File: src/rtl/mpp_defines.vh
// Constants for the multiphase PWM and power state block
// Assumes a 25 MHz aclk and an AXI4-Lite master with 32-bit data
`ifndef MPP_DEFINES_VH
`define MPP_DEFINES_VH

// Register byte offsets
`define MPP_REG_CTRL     4'h0
`define MPP_REG_PERIOD   4'h4
`define MPP_REG_STATUS   4'h8

// Control register fields
`define MPP_CTRL_RUN     0
`define MPP_CTRL_FULL    1

// Status register fields
`define MPP_ST_LOWPWR    0
`define MPP_ST_DEM       1
`define MPP_ST_GDR       2
`define MPP_ST_TWO       3
`define MPP_ST_ARMED     4

// Reset values
`define MPP_CTRL_RST     2'h3
`define MPP_PERIOD_RST   16'h0019

// AXI responses
`define MPP_RESP_OKAY    2'h0
`define MPP_RESP_SLVERR  2'h2

// Timing: 50 ms holdoff after cpu reset release at 40 ns
`define MPP_HOLD_MS      50
`define MPP_CLK_NS       40
`define MPP_HOLD_CYC     ((`MPP_HOLD_MS * 1000000) / `MPP_CLK_NS)

`endif

File: src/rtl/mpp_top.v
// Interval timing, gate commands and power state control
// Assumes synchronous inputs on aclk and an AXI4-Lite master
`timescale 1ns/1ps
`include "mpp_defines.vh"

module mpp_top #(
   parameter HOLD_CYC = `MPP_HOLD_CYC, // Holdoff cycles after cpu reset
   parameter PW       = 16             // Period counter width
) (
   input  wire        aclk,
   input  wire        aresetn,
   input  wire        ce,
   // Interval source from the frequency set pin
   input  wire        freq_set_pin,
   // Per-channel comparator, corrected error above ramp
   input  wire [2:0]  corrected_error_level,
   input  wire        phase_align_trip,
   input  wire        phase3_sense_neg,
   input  wire        power_state_request_n,
   input  wire        cpu_reset_hold_n,
   input  wire        soft_start_busy,
   input  wire        ref_move_busy,
   input  wire        ref_move_ok,
   input  wire [2:0]  zero_current,
   output reg  [2:0]  upper_gate_cmd,
   output reg  [2:0]  lower_gate_cmd,
   output reg         lower_gate_drive_reduction,
   output reg         diode_emulation,
   output reg         continuous_conduction,
   output reg  [2:0]  interval_start,
   // AXI4-Lite slave
   input  wire [3:0]  s_axi_awaddr,
   input  wire        s_axi_awvalid,
   output reg         s_axi_awready,
   input  wire [31:0] s_axi_wdata,
   input  wire [3:0]  s_axi_wstrb,
   input  wire        s_axi_wvalid,
   output reg         s_axi_wready,
   output reg  [1:0]  s_axi_bresp,
   output reg         s_axi_bvalid,
   input  wire        s_axi_bready,
   input  wire [3:0]  s_axi_araddr,
   input  wire        s_axi_arvalid,
   output reg         s_axi_arready,
   output reg  [31:0] s_axi_rdata,
   output reg  [1:0]  s_axi_rresp,
   output reg         s_axi_rvalid,
   input  wire        s_axi_rready
);

   // Software state
   reg  [1:0]    ctrl;          // Run enable, full variant select
   reg  [PW-1:0] period;        // Cycles per switching period
   // Write channel capture
   reg           aw_held;       // Address taken, waiting on data
   reg           w_held;        // Data taken, waiting on address
   reg  [3:0]    aw_addr;       // Captured write address
   reg  [31:0]   w_data;        // Captured write data
   reg  [3:0]    w_strb;        // Captured byte enables
   // Interval timing
   reg  [PW-1:0] phase_cnt;     // Position within the period
   reg           fs_prev;       // Last freq_set_pin sample
   reg  [2:0]    rose;          // Rising edge spent this interval
   reg  [2:0]    pwm;           // Internal PWM per channel
   reg  [2:0]    dead;          // Latched zero-current cutoff
   // Power state
   reg           low_power;     // Honoured low power state
   reg           armed;         // Allowed to honour request
   reg  [31:0]   hold_cnt;      // Holdoff counter
   reg           cpu_prev;      // Last cpu reset sample
   reg           ref_prev;      // Last reference move busy sample
   reg           ref_fail;      // Last reference move failed
   // A failed move must not re-arm on its own; only a good
   // completion clears this, so the low state stays refused
   // until then, except that a cpu reset holdoff still re-arms

   wire          two_phase = phase3_sense_neg;
   wire          running   = ctrl[`MPP_CTRL_RUN];
   wire          full_var  = ctrl[`MPP_CTRL_FULL];
   // Period tick from the pin rise or the internal counter
   wire          fs_rise   = freq_set_pin & ~fs_prev;
   // Compare by >= so a period shrunk below the count wraps at once
   // instead of running through the whole counter range
   wire          wrap      = (phase_cnt >= period - 1'b1);
   wire          tick      = fs_rise | wrap;
   wire [PW-1:0] third     = period / 2'd3;
   wire [PW-1:0] two_third = third + third;
   wire [PW-1:0] half      = {1'b0, period[PW-1:1]};
   reg  [2:0]    starts;    // Interval start per channel
   reg  [2:0]    active;    // Channels allowed to fire
   reg  [2:0]    next_pwm;  // PWM after this edge
   integer       i;         // Loop index, combinational only
   integer       j;         // Loop index, clocked only

   // Byte-lane merge shared by both writable registers
   function [31:0] merge;
      input [31:0] old;
      input [31:0] dat;
      input [3:0]  strb;
      integer      k;
      begin
         merge = old;
         for (k = 0; k < 4; k = k + 1) begin
            if (strb[k]) begin
               merge[k*8 +: 8] = dat[k*8 +: 8];
            end
         end
      end
   endfunction

   // Merged write words; only the low bits reach each register,
   // so upper lanes of a wide write are dropped on purpose
   wire [31:0]   ctrl_wr   = merge({30'h0000_0000, ctrl}, w_data, w_strb);
   wire [31:0]   period_wr = merge({{(32-PW){1'b0}}, period}, w_data,
                                   w_strb);

   // Staggered interval starts and the active channel set
   always @* begin
      starts = 3'h0;
      active = 3'h0;
      // Channel one opens on the wrap edge, when the count goes to
      // zero; the others open on the edge that brings the count to
      // their offset, hence the minus one, so spacing is exact
      starts[0] = tick;
      if (two_phase) begin
         starts[1] = (phase_cnt == half - 1'b1);
      end else begin
         starts[1] = (phase_cnt == third - 1'b1);
         starts[2] = (phase_cnt == two_third - 1'b1);
      end
      if (running) begin
         active = two_phase ? 3'h3 : 3'h7;
         if (low_power) begin
            active = 3'h1;
         end
      end
   end

   // Comparator to PWM, with one rise per interval and trip override
   // Trip outranks the comparator but never wakes a disabled channel
   always @* begin
      next_pwm = 3'h0;
      for (i = 0; i < 3; i = i + 1) begin
         if (!active[i]) begin
            next_pwm[i] = 1'b0;
         end else if (phase_align_trip) begin
            next_pwm[i] = 1'b1;
         end else if (!corrected_error_level[i]) begin
            next_pwm[i] = 1'b0;
         end else if (pwm[i]) begin
            next_pwm[i] = 1'b1;
         end else begin
            // A spent rise stays blocked unless a new interval opens
            next_pwm[i] = !rose[i] || starts[i];
         end
      end
   end

   // Interval counter, PWM state and gate outputs
   always @(posedge aclk) begin
      if (!aresetn) begin
         phase_cnt      <= {PW{1'b0}};
         fs_prev        <= 1'b0;
         rose           <= 3'h0;
         pwm            <= 3'h0;
         dead           <= 3'h0;
         upper_gate_cmd <= 3'h0;
         lower_gate_cmd <= 3'h0;
         interval_start <= 3'h0;
      end else if (ce) begin
         fs_prev        <= freq_set_pin;
         phase_cnt      <= tick ? {PW{1'b0}} : phase_cnt + 1'b1;
         interval_start <= starts;
         pwm            <= next_pwm;
         // Gates are the registered next PWM, one cycle behind inputs
         for (j = 0; j < 3; j = j + 1) begin
            // Rise bookkeeping restarts with each channel interval
            if (next_pwm[j] && !pwm[j]) begin
               rose[j] <= 1'b1;
            end else if (starts[j]) begin
               rose[j] <= 1'b0;
            end
            // Zero current latches until the upper switch fires or an interval starts;
            // a zero seen on an interval start still wins, so the
            // lower switch cannot pull current negative there
            if (next_pwm[j]) begin
               dead[j] <= 1'b0;
            end else if (diode_emulation && zero_current[j]) begin
               dead[j] <= 1'b1;
            end else if (starts[j]) begin
               dead[j] <= 1'b0;
            end
            upper_gate_cmd[j] <= next_pwm[j];
            lower_gate_cmd[j] <= active[j] && !next_pwm[j] &&
                                 !(diode_emulation &&
                                   (dead[j] || zero_current[j]));
         end
      end
   end

   // Power state arbitration with soft-start and cpu reset holds
   always @(posedge aclk) begin
      if (!aresetn) begin
         low_power                  <= 1'b0;
         armed                      <= 1'b0;
         hold_cnt                   <= 32'h0000_0000;
         // Idle level of the cpu hold pin, so reset starts no holdoff
         cpu_prev                   <= 1'b1;
         ref_prev                   <= 1'b0;
         ref_fail                   <= 1'b0;
         diode_emulation            <= 1'b0;
         continuous_conduction      <= 1'b1;
         lower_gate_drive_reduction <= 1'b0;
      end else if (ce) begin
         cpu_prev <= cpu_reset_hold_n;
         ref_prev <= ref_move_busy;
         if (soft_start_busy || ref_move_busy || !cpu_reset_hold_n) begin
            armed    <= 1'b0;
            hold_cnt <= 32'h0000_0000;
         // Holdoff counts from the release edge; a new hold restarts it
         end else if (cpu_reset_hold_n && !cpu_prev) begin
            hold_cnt <= HOLD_CYC;
         end else if (hold_cnt != 32'h0000_0000) begin
            hold_cnt <= hold_cnt - 1'b1;
            armed    <= (hold_cnt == 32'h0000_0001);
         end else if (ref_prev && !ref_move_busy) begin
            // A failed reference move keeps the normal state
            armed    <= ref_move_ok;
            ref_fail <= !ref_move_ok;
         end else if (!armed && !ref_prev && !ref_fail) begin
            // End of soft-start or of a clean move re-arms
            armed <= 1'b1;
         end
         // Every mode output decodes the same term, so they switch
         // together on one edge and never disagree for a cycle
         // Low input honoured only when armed; high restores at once
         low_power <= armed && !power_state_request_n &&
                      !soft_start_busy && !ref_move_busy &&
                      cpu_reset_hold_n;
         diode_emulation <= armed && !power_state_request_n &&
                            !soft_start_busy && !ref_move_busy &&
                            cpu_reset_hold_n && full_var;
         continuous_conduction <= !(armed && !power_state_request_n &&
                                    !soft_start_busy && !ref_move_busy &&
                                    cpu_reset_hold_n && full_var);
         lower_gate_drive_reduction <= armed && !power_state_request_n &&
                                       !soft_start_busy && !ref_move_busy &&
                                       cpu_reset_hold_n && full_var;
      end
   end

   // AXI4-Lite write: address and data in either order
   always @(posedge aclk) begin
      if (!aresetn) begin
         aw_held       <= 1'b0;
         w_held        <= 1'b0;
         aw_addr       <= 4'h0;
         w_data        <= 32'h0000_0000;
         w_strb        <= 4'h0;
         s_axi_awready <= 1'b0;
         s_axi_wready  <= 1'b0;
         s_axi_bvalid  <= 1'b0;
         s_axi_bresp   <= `MPP_RESP_OKAY;
         ctrl          <= `MPP_CTRL_RST;
         period        <= `MPP_PERIOD_RST;
      end else if (ce) begin
         // Readys pulse for one cycle, so a held request is taken once
         // and the next one waits for the response to clear
         s_axi_awready <= !aw_held && !s_axi_awready && !s_axi_bvalid;
         s_axi_wready  <= !w_held && !s_axi_wready && !s_axi_bvalid;
         if (s_axi_awvalid && s_axi_awready) begin
            aw_held       <= 1'b1;
            aw_addr       <= s_axi_awaddr;
            s_axi_awready <= 1'b0;
         end
         if (s_axi_wvalid && s_axi_wready) begin
            w_held       <= 1'b1;
            w_data       <= s_axi_wdata;
            w_strb       <= s_axi_wstrb;
            s_axi_wready <= 1'b0;
         end
         // Commit once both halves are in, then answer
         if (aw_held && w_held && !s_axi_bvalid) begin
            aw_held      <= 1'b0;
            w_held       <= 1'b0;
            s_axi_bvalid <= 1'b1;
            s_axi_bresp  <= `MPP_RESP_OKAY;
            case (aw_addr)
               `MPP_REG_CTRL: begin
                  ctrl <= ctrl_wr[1:0];
               end
               `MPP_REG_PERIOD: begin
                  period <= period_wr[PW-1:0];
               end
               `MPP_REG_STATUS: begin
                  // Read-only: write ignored
               end
               default: begin
                  s_axi_bresp <= `MPP_RESP_SLVERR;
               end
            endcase
         end
         if (s_axi_bvalid && s_axi_bready) begin
            s_axi_bvalid <= 1'b0;
         end
      end
   end

   // AXI4-Lite read: one-cycle answer after address taken
   always @(posedge aclk) begin
      if (!aresetn) begin
         s_axi_arready <= 1'b0;
         s_axi_rvalid  <= 1'b0;
         s_axi_rdata   <= 32'h0000_0000;
         s_axi_rresp   <= `MPP_RESP_OKAY;
      end else if (ce) begin
         s_axi_arready <= !s_axi_arready && !s_axi_rvalid;
         if (s_axi_arvalid && s_axi_arready) begin
            s_axi_arready <= 1'b0;
            s_axi_rvalid  <= 1'b1;
            s_axi_rresp   <= `MPP_RESP_OKAY;
            case (s_axi_araddr)
               `MPP_REG_CTRL:   s_axi_rdata <= {30'h0000_0000, ctrl};
               `MPP_REG_PERIOD: s_axi_rdata <= {{(32-PW){1'b0}}, period};
               // Status bits are snapshots; a read never clears them
               `MPP_REG_STATUS: begin
                  s_axi_rdata <= 32'h0000_0000;
                  s_axi_rdata[`MPP_ST_LOWPWR] <= low_power;
                  s_axi_rdata[`MPP_ST_DEM]    <= diode_emulation;
                  s_axi_rdata[`MPP_ST_GDR]    <= lower_gate_drive_reduction;
                  s_axi_rdata[`MPP_ST_TWO]    <= two_phase;
                  s_axi_rdata[`MPP_ST_ARMED]  <= armed;
               end
               default: begin
                  s_axi_rdata <= 32'h0000_0000;
                  s_axi_rresp <= `MPP_RESP_SLVERR;
               end
            endcase
         end else if (s_axi_rvalid && s_axi_rready) begin
            s_axi_rvalid <= 1'b0;
         end
      end
   end

endmodule
File: config.mk
export PLATFORM = sky130hd
export DESIGN_NAME = mpp_top
export DESIGN_NICKNAME = d
export VERILOG_FILES = /design/src/rtl/mpp_top.v
export VERILOG_INCLUDE_DIRS = /design/src /design/src/rtl
export SDC_FILE = /design/constraint.sdc
export NUM_CORES = 1
export LEC_CHECK = 0
export BUFFER_PORTS_ARGS = -buffer_cell sky130_fd_sc_hd__clkbuf_2
export CAP_MARGIN = 0
export CORE_MARGIN = 5
export CORE_UTILIZATION = 60
export CTS_BUF_LIST = sky130_fd_sc_hd__clkbuf_4 sky130_fd_sc_hd__clkbuf_8 sky130_fd_sc_hd__clkbuf_16
export CTS_CLUSTER_DIAMETER = 150
export CTS_CLUSTER_SIZE = 30
export DETAILED_ROUTE_END_ITERATION = 12
export PLACE_DENSITY = 0.82
export SLEW_MARGIN = 20
export SYNTH_ARGS = -nofsm -noshare
export SYNTH_HDL_FRONTEND = slang
export SYNTH_SLANG_ARGS = --single-unit
File: constraint.sdc
create_clock -name aclk -period 7.7 [get_ports aclk]
set_input_delay 1.54 -clock aclk [delete_from_list [all_inputs] [get_ports aclk]]
set_output_delay 1.54 -clock aclk [all_outputs]
set_load 0.05 [all_outputs]
### Word level (Yosys, flattened, before mapping)

Index checks and enable logic that the tools add are counted.

| word-level totals | value |
|---|---|
| register bits after elaboration | 154 |
| output and inout bits | 53 |
| logic and storage cells | 221 |
| input bits | 66 |

| cells by class | value |
|---|---|
| reductions and logical operators | 110 |
| add/sub/neg operators | 7 |
| eq/ne operators | 9 |
| bitwise operators | 6 |
| multiplexer cells | 52 |
| $lt $le $gt $ge | 1 |
| div/mod/pow operators | 1 |

Operators with widths:

| cell | number |
|---|---|
| 32-bit two-way mux | 3 |
| 16-bit equality test | 3 |
| 16-bit case mux with 3 select lines | 1 |
| 16-bit by 1-bit subtractor with 16-bit output (second input constant) | 3 |
| 1-bit two-way mux | 42 |
| 1-bit logical AND | 36 |
| 32-bit by 1-bit equality test with 1-bit output (second input constant) | 1 |
| 32-bit nonzero test | 1 |
| 32-bit by 1-bit subtractor with 32-bit output (second input constant) | 1 |
| 2-bit AND reduction | 15 |
| 1-bit zero test | 29 |
| 16-bit by 1-bit adder with 16-bit output (second input constant) | 1 |
| 16-bit adder | 1 |
| 16-bit by 2-bit divider with 16-bit output (second input constant) | 1 |
| 16-bit >= comparator | 1 |
| 16-bit two-way mux | 1 |
| 15-bit by 1-bit subtractor with 16-bit output (second input constant) | 1 |
| 2-bit nonzero test | 7 |
| 4-bit AND reduction | 3 |
| 3-bit nonzero test | 4 |
| 3-bit two-way mux | 3 |
| 4-bit by 3-bit equality test with 1-bit output (second input constant) | 2 |
| 4-bit equality test (second input constant) | 2 |
| 4-bit zero test | 2 |
| other kinds (10) | 22 |

### Depth between registers and ports, before layout

Gate-level depths: netlist (run 1).

| depth | value |
|---|---|
| word-level depth | 13 |
| mapped depth | 30 |
| depth with buffers taken out | 26 |

### Least setup slack after synthesis (run 1)

OpenSTA, ideal clock, no wires.

| path | value |
|---|---|
| path type | reg2reg |
| start point | reg period[11] |
| end point | reg dead[2] |
| slack | 1,227 ps |
| arrival time | 6,356 ps |
| stages on the path, launching flop included | 28 |
| library setup time | 118 ps |
| clock period less this slack | 6,473 ps |
| buffers on the path | 3 |
| data required time | 7,582 ps |
| cell sequence | dfxtp_1 > buf_6 > or3b_1 > o211a_2 > o32ai_4 > o221ai_1 > a31oi_2 > buf_2 > a21oi_1 > a2111oi_0 > a31oi_1 > a221oi_1 > inv_1 > ha_1 > o22ai_1 > o211ai_1 > o21ai_0 > ha_1 > inv_1 > or3b_2 > clkbuf_1 > nor4_1 > xnor2_1 > o2111ai_1 > a2111oi_2 > o21ai_1 > a2111o_1 > a21boi_1 |

| on the way | value |
|---|---|
| cells in the longest elaborated chain, start to end | 12 |
| elaborated cells on any way between the ends | 13 |
| classes of those cells | add/sub: 2; div: 1; eq/ne: 1; mux: 6; reduce/logical: 3 |

Ends and longest elaborated chain:

| item | RTL line | text |
|---|---|---|
| start: declaration | mpp_top.v:53 | `reg [PW-1:0] period;` |
| start signal: assignment | mpp_top.v:265 | `` period <= `MPP_PERIOD_RST; `` |
| start signal: assignment | mpp_top.v:293 | `period <= period_wr[PW-1:0];` |
| 16-bit by 2-bit divider with 16-bit output * | mpp_top.v:86 | `wire [PW-1:0] third = period / 2'd3;` |
| 16-bit adder * | mpp_top.v:87 | `wire [PW-1:0] two_third = third + third;` |
| 16-bit by 1-bit subtractor with 16-bit output * | mpp_top.v:129 | `starts[2] = (phase_cnt == two_third - 1'b1);` |
| 16-bit equality test * | mpp_top.v:129 |  |
| 1-bit two-way mux * | mpp_top.v:125 | `if (two_phase) begin` |
| 1-bit logical OR | mpp_top.v:154 | `next_pwm[i] = !rose[i] \|\| starts[i];` |
| 1-bit two-way mux | mpp_top.v:150 | `end else if (pwm[i]) begin` |
| 1-bit two-way mux | mpp_top.v:148 | `end else if (!corrected_error_level[i]) begin` |
| 1-bit two-way mux | mpp_top.v:146 | `end else if (phase_align_trip) begin` |
| 1-bit two-way mux | mpp_top.v:144 | `if (!active[i]) begin` |
| 3-bit nonzero test (no line) | n/a |  |
| 2-bit AND reduction (no line) | n/a |  |
| end signal: assignment | mpp_top.v:166 | `dead <= 3'h0;` |
| end signal: indexed assignment | mpp_top.v:187 | `dead[j] <= 1'b0;` |
| end signal: indexed assignment | mpp_top.v:189 | `dead[j] <= 1'b1;` |
| end: declaration | mpp_top.v:65 | `reg [2:0] dead;` |

Every way passes the cells marked *; elsewhere a longest branch is shown, timed or not.
A chain may end at the register's enable or synchronous reset.

### Final worst setup path (run 1)

| path | value |
|---|---|
| start point | reg period[12] |
| end point | reg rose[1] |

| on the way | value |
|---|---|
| cells in the longest elaborated chain, start to end | 12 |
| elaborated cells on any way between the ends | 15 |
| classes of those cells | add/sub: 2; div: 1; eq/ne: 2; mux: 6; reduce/logical: 4 |

Ends and longest elaborated chain:

| item | RTL line | text |
|---|---|---|
| 16-bit by 2-bit divider with 16-bit output | mpp_top.v:86 |  |
| 16-bit by 1-bit subtractor with 16-bit output | mpp_top.v:128 | `starts[1] = (phase_cnt == third - 1'b1);` |
| 16-bit equality test | mpp_top.v:128 |  |
| 1-bit two-way mux * | mpp_top.v:125 |  |
| 1-bit logical OR | mpp_top.v:154 |  |
| 1-bit two-way mux | mpp_top.v:150 |  |
| 1-bit two-way mux | mpp_top.v:148 |  |
| 1-bit two-way mux | mpp_top.v:146 |  |
| 1-bit two-way mux | mpp_top.v:144 |  |
| 1-bit logical AND | mpp_top.v:178 | `if (next_pwm[j] && !pwm[j]) begin` |
| 2-bit nonzero test (no line) | n/a |  |
| 2-bit AND reduction (no line) | n/a |  |
| end signal: assignment | mpp_top.v:164 | `rose <= 3'h0;` |
| end signal: indexed assignment | mpp_top.v:179 | `rose[j] <= 1'b1;` |
| end signal: indexed assignment | mpp_top.v:181 | `rose[j] <= 1'b0;` |
| end: declaration | mpp_top.v:63 | `reg [2:0] rose;` |

Marks and branches as above.

==> impl_metrics.yaml, run 1 <==
run_status:
  status: "completed"
cts:
  postCtsSetupBuffers: 0
  h-tree-depth: 4
  clockBufferDepth: 2
  clkLatencyLatePin_ns: 0.41
  cts_root_buf: "clkbuf_16"
  cts_made_buffers: 17
  cts_tree: "yes"
  cts_sinks: 136
  clk_pin_slew_ns: 0.06
synth:
  synth-edff-count: 0
  synthTopCellsByArea: "dfxtp_1 28%, nor2_1 6.5%, nand2_1 5.3%, xnor2_1 5.1%, a21oi_1 4.1%"
  synth_cells: 1296
  synth_top_area_frac: 0.278
  yosysTopAreaCell: "dfxtp_1"
  synth-seq-cells: 136
  synthFlopType: "dfxtp_1"
  yosysWarningCount: 0
  syn_area_sq_mm: 0.00979
  yosysSeqAreaShare: 0.278
  ys_types: 100
  avgSynthCellArea_sq_um: 7.56
  postSynth.asyncResetShare: 0
routing:
  num_vias: 9889
  drc: 0
  wl_mm: 27.9
  via_per_inst: 6.33
  initialDrtViolationCount: 996
  drtAntennaViolNets: 0
  dr.pass1.iters: 6
  wl_per_cell_um: 17.8
sta:
  slew_headroom: 0.242
  max_freq_ghz: 0.137
  finalSetupViolations: 0
  slew_violations: 0
  finalCritPeriodShare: 0.947
  hold_ws_ns: 0.452
  period_needed_ns: 7.29
  totalNegativeSetupSlack_ns: 0
  tightest_slew_ns: 1.13
  hold_viol: 0
  skew_ns: 0.00817
finish:
  seqCellArea_sq_mm: 0.00273
  fillers: 1278
  syn_to_final_growth_pct: 11.7
  layout-drive-gt1-share: 0.151
  final_nets: 1426
  final_util: 0.686
  multi_input_area_sq_mm: 0.00650
  diodes: 0
setup_path:
  crit_type: "register to register"
  r2r_slack_ns: 0.41
  end_kind: "register"
  required_ns: 8.02
  arrival_ns: 7.61
  crit_path_start_kind: "register"
  critPathMaxFanout: 14
pwr:
  power_uw: 1870
  leakage_uw: 0.00457
  peakVddDrop_uv: 173
  p_per_area_mw_per_mm2: 171
floorplanning:
  die_height_um: 138
  die_w_um: 138
  io_pins: 119
  rows: 46
  coreArea_sq_mm: 0.0159
  start_util: 0.614
  die_area_sq_mm: 0.0190
place:
  io_buffers: 82
  place_congestion: 0.954
  place_hpwl_mm: 19.6
global_routing:
  grt_pass1_vias: 9262
  gr-total-overflow: 0
  grt_usage: 0.292
  grt_pass1_wl_mm: 45.1
  grt_max_degree: 80
  antenna_found_initial: 0
hold_path:
  min_path_type: "register to register"
job:
  drv_cap: 0
==> routing by layer <==
metal / routed length (um) / global-route usage
met5: 0 / 0
met4: 568 / 0.0900
met1: 12000 / 0.396
met3: 2760 / 0.0628
met2: 12500 / 0.466
==> kinds of logic (layout without fill, tap and decap cells) <==
kind of cell             Yosys count  in the layout  synth area share
AND/OR/NAND/NOR                  529            529             0.261
AO/OA/AOI/OAI                    323            323             0.237
buffers and inverters            149            183            0.0671
flip-flops                       136            136             0.278
XOR/XNOR                          90             90            0.0805
multiplexers                      42             42            0.0437
adder cells (fa/ha/maj)           26             26            0.0330
other                              1             18          0.000383
==> path summary, 6_finish.rpt <==
kind         startpoint        end  cells past startpoint
min reg2reg   w_data[5]  w_data[5]                      2
max reg2reg  period[12]    rose[1]                     23
max          period[12]    rose[1]                     23
min           w_data[5]  w_data[5]                      2
==> power breakdown <==
group	switching, uW	internal, uW	total, uW	leakage [uW]
sequential	24.4	729	753	0.00110
combinational	166	86.4	252	0.00316
clock	302	566	869	0.000305
==> state kept, by name, summed over array words and instances, names as in the netlist, 2 cells and up <==
| register | cells |
|---|---|
| aw_addr | 4 |
| ctrl | 2 |
| dead | 3 |
| hold_cnt | 32 |
| interval_start | 3 |
| lower_gate_cmd | 3 |
| period | 16 |
| phase_cnt | 16 |
| pwm | 3 |
| rose | 3 |
| s_axi_rdata | 16 |
| w_data | 16 |
| w_strb | 2 |
==> cells in the final DEF, fill, tap and decap left out, drive strengths merged, types with 6 or more instances in the layout <==
cell and count:
o211ai 6, a21oi 80, o21a 8, o22ai 7, o31ai 10, nor4 20, a211oi 8, nor2b 13
nor3b 7, nand3 33, buf 34, a31oi 23, clkbuf 102, dfxtp 136, nor2 172, conb 18
nor4b 6, nand2 141, nand4 19, or3 16, inv 36, nand2b 17, a22o 6, ha 25
a2111oi 9, and3 8, o21ai 46, xor2 33, a22oi 21, mux2i 36, mux2 6, nor3 47
o221a 7, a21o 22, a221oi 12, xnor2 57
==> layout make-up <==
type	instances	share of cell area
Clock inverter	11	0.0156
Sequential cell	136	0.249
Tap cell	216	0.0247
Timing Repair Buffer	116	0.0609
Inverter	36	0.0124
Multi-Input combinational cell	1028	0.594
Clock buffer	20	0.0427
==> critical path: stages, from the launching register on <==
cell	delay, ns
dfxtp_2	0.47
and3b_1	0.23
or3_4	0.37
a32oi_2	0.35
nand2_2	0.20
a221o_1	0.36
o21a_4	0.26
a2111oi_0	0.51
a31oi_1	0.11
a221oi_2	0.45
inv_1	0.15
ha_1	0.32
nor2b_1	0.17
a222oi_1	0.61
nand2_1	0.16
inv_1	0.09
ha_1	0.29
nand2_1	0.15
nor4_1	0.39
mux2i_1	0.19
or3_1	0.37
o41ai_1	0.55
nand2_1	0.20
o31ai_1	0.22
==> what timing repair did <==
item,4_1_cts,5_1_grt
hold buffers,0,0
setup endpoints to repair,0,9
gates resized for setup,0,6
==> metrics by stage <==
stage	cell area, sq um	setup WS (ns)	cells
after CTS	10900	0.211	1563
after detailed placement	10300	0.250	1532
after global placement	10300	0.418	1532
final	10900	0.409	1563
after floorplan	9860	1.23	1313
after global routing	10900	-0.133	1563
==> synthesized netlist by cell type (4+ instances only) <==
cell	count
or2_2	4
buf_1	11
nor4b_1	5
nor2b_1	13
xnor2_1	57
nor2_1	170
nand2b_1	17
nor3b_1	7
a211oi_1	8
inv_1	33
ha_1	25
a41oi_1	4
nor4_1	20
nor3_1	45
a21o_1	22
o21a_1	7
o21ai_0	42
buf_2	6
a22oi_1	21
dfxtp_1	136
mux2_2	6
nand3_1	33
a22o_1	6
xor2_1	33
a221oi_1	12
nand3b_1	4
buf_4	22
a21oi_1	80
nand4_1	18
mux2i_1	36
o21ai_1	4
o211ai_1	6
o22ai_1	7
and2_1	5
or3_1	15
nand2_1	139
o221a_2	7
a31oi_1	20
a2111oi_0	6
clkbuf_1	73
and3_1	8
o31ai_1	9
Note: power is estimated with default switching activity, not from simulation.
==> run 2, diff against run 1 <==
- clock period: 7.7 -> 7.45 ns (I/O delays scaled with it)
==> run 2 against run 1 <==
Net effect:
- final area rose by 0.29%
- maximum frequency rose by 4.5%
- utilization rose by 0.20 points
- non-clock buffer count rose by 6
- count of clock-buffer cells in the layout fell by 3
- combinational power rose by 4%
- first-iteration DRC count rose by 5.7%
- sequential share of layout area fell by 0.083 points
- via count rose by 0.97%
- global-route usage rose by 0.40 points
- critical path depth rose by 2
- highest routed layer unchanged
- worst hold slack got worse by 0.00089 ns
==> impl_metrics.yaml, run 2 (synthesis gave the netlist of run 1 again) <==
routing:
  dr.pass1.iters: 6
  num_vias: 9985
  initialDrtViolationCount: 1053
  via_per_inst: 6.36
  wl_per_cell_um: 18.1
  wl_mm: 28.4
  drtAntennaViolNets: 0
  drc: 0
setup_path:
  critPathMaxFanout: 24
  crit_path_start_kind: "register"
  startpoint: "period[15]"
  crit_type: "register to register"
  timing.rr.start: "period[15]"
  end_kind: "register"
  arrival_ns: 7.30
  required_ns: 7.77
finish:
  layout-drive-gt1-share: 0.156
  syn_to_final_growth_pct: 12.0
  fillers: 1293
  regMostFlops: "hold_cnt"
  final_common_cell: "nor2_1"
  final_nets: 1432
  largest_reg_flops: 32
  final_cell_mix: "170 x nor2_1, 139 x nand2_1, 133 x dfxtp_1, 82 x clkbuf_2, 80 x a21oi_1"
  diodes: 0
  final_util: 0.688
  seqCellArea_sq_mm: 0.00273
  layout.cells.non_filler: 1570
  multi_input_area_sq_mm: 0.00653
cts:
  clkLatencyLatePin_ns: 0.42
  clockBufferDepth: 2
  cts_made_buffers: 17
  cts_sinks: 136
  cts_hold_buf: 0
  cts_root_buf: "clkbuf_16"
  clk_pin_slew_ns: 0.06
  cts_tree: "yes"
  h-tree-depth: 4
global_routing:
  grt_pass1_vias: 9372
  antenna_found_initial: 0
  grt_usage: 0.296
  grt_pass1_wl_mm: 45.6
  grt_max_degree: 80
  gr-total-overflow: 0
sta:
  fin_ws_ns: 0.474
  slew_violations: 0
  totalNegativeSetupSlack_ns: 0
  max_freq_ghz: 0.143
  period_needed_ns: 6.98
  tightest_slew_ns: 1.04
  finalCritPeriodShare: 0.936
  skew_ns: 0.0129
  slew_headroom: 0.310
  finalSetupViolations: 0
  rsz0062_at_grt: "false"
  hold_viol: 0
pwr:
  peakVddDrop_uv: 183
  p_per_area_mw_per_mm2: 171
  leakage_uw: 0.00459
floorplanning:
  die_height_um: 138
  io_pins: 119
  rows: 46
  coreArea_sq_mm: 0.0159
  die_w_um: 138
  die_area_sq_mm: 0.0190
  start_util: 0.614
run_status:
  status: "completed"
place:
  place_hpwl_mm: 20.0
  place_congestion: 0.951
  pre_cts_slack_ns: 0.143
  io_buffers: 82
  dp_cells: 1538
job:
  drv_cap: 0
hold_path:
  min_from: "w_strb[1]"
  min_path_type: "register to register"
==> run 2: changes by cell type in the layout (fill, tap and decap cells not counted), sizes merged <==
cell,before,now
buf,34,40
clkinv,4,9
inv,36,40
clkbuf,102,99
clkinvlp,3,0
bufinv,4,2
==> run 2: critical path, stage by stage (launching register included) <==
cell and delay (ns):
dfxtp_1 0.32, buf_4 0.27, and3b_1 0.26, a32oi_2 0.29
a22o_2 0.27, nand2_2 0.15, a221o_1 0.41, o21a_4 0.26
a2111oi_0 0.38, a31oi_1 0.10, a221oi_2 0.32, inv_1 0.14
ha_1 0.32, o22ai_1 0.12, o211ai_1 0.15, o21ai_0 0.27
ha_1 0.26, inv_1 0.06, or3b_2 0.55, nor4_1 0.37
xnor2_1 0.16, o2111ai_1 0.17, a2111oi_4 0.45, o21ai_1 0.14
a2111o_1 0.47, o31ai_2 0.20
==> run 2: routing by layer <==
metal / track usage / routed length [um]
met5: 0 / 0
met2: 0.474 / 13000
met3: 0.0698 / 2790
met1: 0.393 / 12000
met4: 0.101 / 579
==> run 2: layout make-up <==
| class | instances | share of cell area |
|---|---|---|
| Clock buffer | 17 | 0.0388 |
| Clock inverter | 15 | 0.0153 |
| Inverter | 36 | 0.0123 |
| Multi-Input combinational cell | 1028 | 0.596 |
| Sequential cell | 136 | 0.249 |
| Tap cell | 216 | 0.0246 |
| Timing Repair Buffer | 122 | 0.0648 |
==> run 2: path summary, 6_finish.rpt <==
check,to,cells past startpoint,slack (ns)
worst max register to register,rose[2],25,0.47
worst min-delay path,w_strb[1],2,0.45
worst min register to register,w_strb[1],2,0.45
worst max-delay path,rose[2],25,0.47
==> run 2: where the power goes <==
part / internal (uW) / leakage (uW) / switching, uW / total, uW
logic: 89.5 / 0.00319 / 172 / 261
clock network: 500 / 0.000296 / 334 / 835
registers: 753 / 0.00110 / 25.2 / 778
total: 1340 / 0.00459 / 531 / 1870
==> run 2: through the flow <==
stage               area [sq um]  hold WS, ns  total power [uW]
floorplan                   9860        0.426               993
global placement           10300        0.437              1040
detailed placement         10300        0.445              1050
CTS                        10900        0.454              1880
global route               11000        0.468              1950
finish                     11000        0.451              1870
==> run 2: repair_timing <==
action	CTS	global route
buffers inserted	0	0
gates resized for setup	0	10
endpoints found under the hold margin	0	0
setup endpoints to repair	0	7
==> run 3, diff against run 2 <==
- BUFFER_PORTS_ARGS: -buffer_cell sky130_fd_sc_hd__clkbuf_2 -> not set
- DONT_BUFFER_PORTS: not set -> 1
- PLACE_DENSITY: 0.82 -> 0.76
- clock period: 7.45 -> 7.9 ns (I/O delays scaled with it)
==> run 3 against run 2 <==
Net effect:
- sequential power is 4.1% lower
- via count is 5.5% lower
- sequential share of layout area is 1.3 points higher
- largest cell class unchanged
==> impl_metrics.yaml, run 3 (synthesis gave the netlist of run 1 again) <==
pwr:
  peakVddDrop_uv: 178
  clockPowerShare: 0.439
  p_switching_uw: 494
  intPower_uw: 1200
  p_per_area_mw_per_mm2: 162
  pwr-share-seq: 0.442
  leakage_uw: 0.00414
  pwr-share-comb: 0.119
  p_sw_frac: 0.292
  power_uw: 1690
floorplanning:
  coreArea_sq_mm: 0.0159
  die_height_um: 138
  die_w_um: 138
  die_area_sq_mm: 0.0190
  rows: 46
  io_pins: 119
  start_util: 0.614
sta:
  finalCritPeriodShare: 0.912
  max_freq_ghz: 0.139
  slew_headroom: 0.266
  tightest_slew_ns: 1.09
  skew_ns: 0.0139
  period_needed_ns: 7.21
  totalNegativeSetupSlack_ns: 0
  rsz0062_at_grt: "false"
  hold_viol: 0
  slew_violations: 0
  finalSetupViolations: 0
place:
  io_buffers: 0
  placed_cell_area_sq_mm: 0.00983
  place_hpwl_mm: 19.2
  place_congestion: 0.913
routing:
  wl_mm: 26.6
  dr.pass1.iters: 5
  drc: 0
  drtAntennaViolNets: 0
  wl_per_cell_um: 18.1
  via_per_inst: 6.40
  num_vias: 9440
  initialDrtViolationCount: 771
cts:
  h-tree-depth: 4
  clkLatencyLatePin_ns: 0.42
  cts_root_buf: "clkbuf_16"
  cts_sinks: 136
  clk_pin_slew_ns: 0.07
  cts_tree: "yes"
  cts_made_buffers: 17
  cts_hold_buf: 0
  clockBufferDepth: 2
global_routing:
  grt_usage: 0.288
  grt_pass1_vias: 8967
  grt_max_degree: 80
  top_usage_layer: "met2"
  grt.met2_usage: 0.456
  gr-total-overflow: 0
  grt_pass1_wl_mm: 44.3
  antenna_found_initial: 0
  use_met3: 0.0614
  gr-usage-met1: 0.394
finish:
  diodes: 0
  final_nets: 1338
  finalInstanceArea_sq_mm: 0.0104
  syn_to_final_growth_pct: 6.22
  seqCellArea_sq_mm: 0.00272
  largest_reg_flops: 32
  regMostFlops: "hold_cnt"
  final_common_cell: "nor2_1"
  final_cell_mix: "170 x nor2_1, 139 x nand2_1, 135 x dfxtp_1, 80 x a21oi_1, 57 x xnor2_1"
  fillers: 1391
  layout-drive-gt1-share: 0.0905
  multi_input_area_sq_mm: 0.00650
setup_path:
  crit_type: "register to register"
  crit_path_start_kind: "register"
  r2r_cells: 23
  end_kind: "register"
  arrival_ns: 7.54
  required_ns: 8.23
  critPathMaxFanout: 18
hold_path:
  holdPathStages: 2
  min_path_type: "register to register"
job:
  drv_cap: 0
run_status:
  status: "completed"
## run 3: changes by cell type in the layout (fill, tap and decap cells not counted), moves of 3 or more
cell | before | now
clkbuf_2 | 82 | 0
buf_4 | 40 | 28
clkinv_2 | 3 | 0
clkinvlp_4 | 0 | 3
inv_6 | 3 | 6
## run 3: layer usage
metal	vias to the layer above	routed length, um
met3	52	2800
met4	0	560
met5	-	0
li1	4538	-
met1	4405	11400
met2	445	11900
## run 3: power groups by stage
stage / logic [uW] / clock network, uW / registers [uW]
2_1_floorplan: 181 / 0 / 756
3_3_place_gp: 194 / 0 / 760
4_1_cts: 200 / 747 / 746
5_1_grt: 224 / 781 / 750
6_report: 201 / 742 / 746
3_5_place_dp: 198 / 0 / 761
## run 3: what timing repair did
action,in CTS,in global routing
setup buffers,0,0
setup endpoints to repair,0,7
resized for setup,0,3
## run 3: worst paths after layout
| kind | start | to | slack [ns] |
|---|---|---|---|
| worst max-delay path | period[11] | rose[1] | 0.69 |
| worst min-delay path | w_data[8] | w_data[8] | 0.46 |
| worst max register to register | period[11] | rose[1] | 0.69 |
| worst min register to register | w_data[8] | w_data[8] | 0.46 |
## run 3: layout make-up
type,instances,share of cell area
Clock buffer,17,0.0409
Inverter,36,0.0130
Sequential cell,136,0.262
Tap cell,216,0.0260
Timing Repair Buffer,28,0.0202
Clock inverter,15,0.0127
Multi-Input combinational cell,1028,0.625
## run 3: critical path, cell delays in order (launching register included)
cell and delay (ns):
dfxtp_1 0.53, buf_4 0.31, nor2b_1 0.08, a32oi_2 0.27
a22o_1 0.30, nand2_2 0.17, a221o_1 0.40, o21ai_1 0.60
buf_4 0.24, a21oi_1 0.09, a21o_1 0.20, o31ai_1 0.53
nand2_1 0.20, a222oi_1 0.65, nand2_1 0.15, inv_1 0.09
ha_1 0.28, nand2_1 0.14, nor4_1 0.37, mux2i_1 0.18
or3_1 0.38, o41ai_1 0.56, nand2_1 0.17, o31ai_1 0.20
## run 3: metrics by stage
step	util	setup WS (ns)	hold WS, ns	cells
final	0.652	0.692	0.460	1476
after global routing	0.652	0.140	0.475	1476
after CTS	0.651	0.439	0.458	1476
after detailed placement	0.616	0.471	0.449	1444
after global placement	0.616	0.530	0.437	1444
after floorplan	-	1.43	0.426	1313
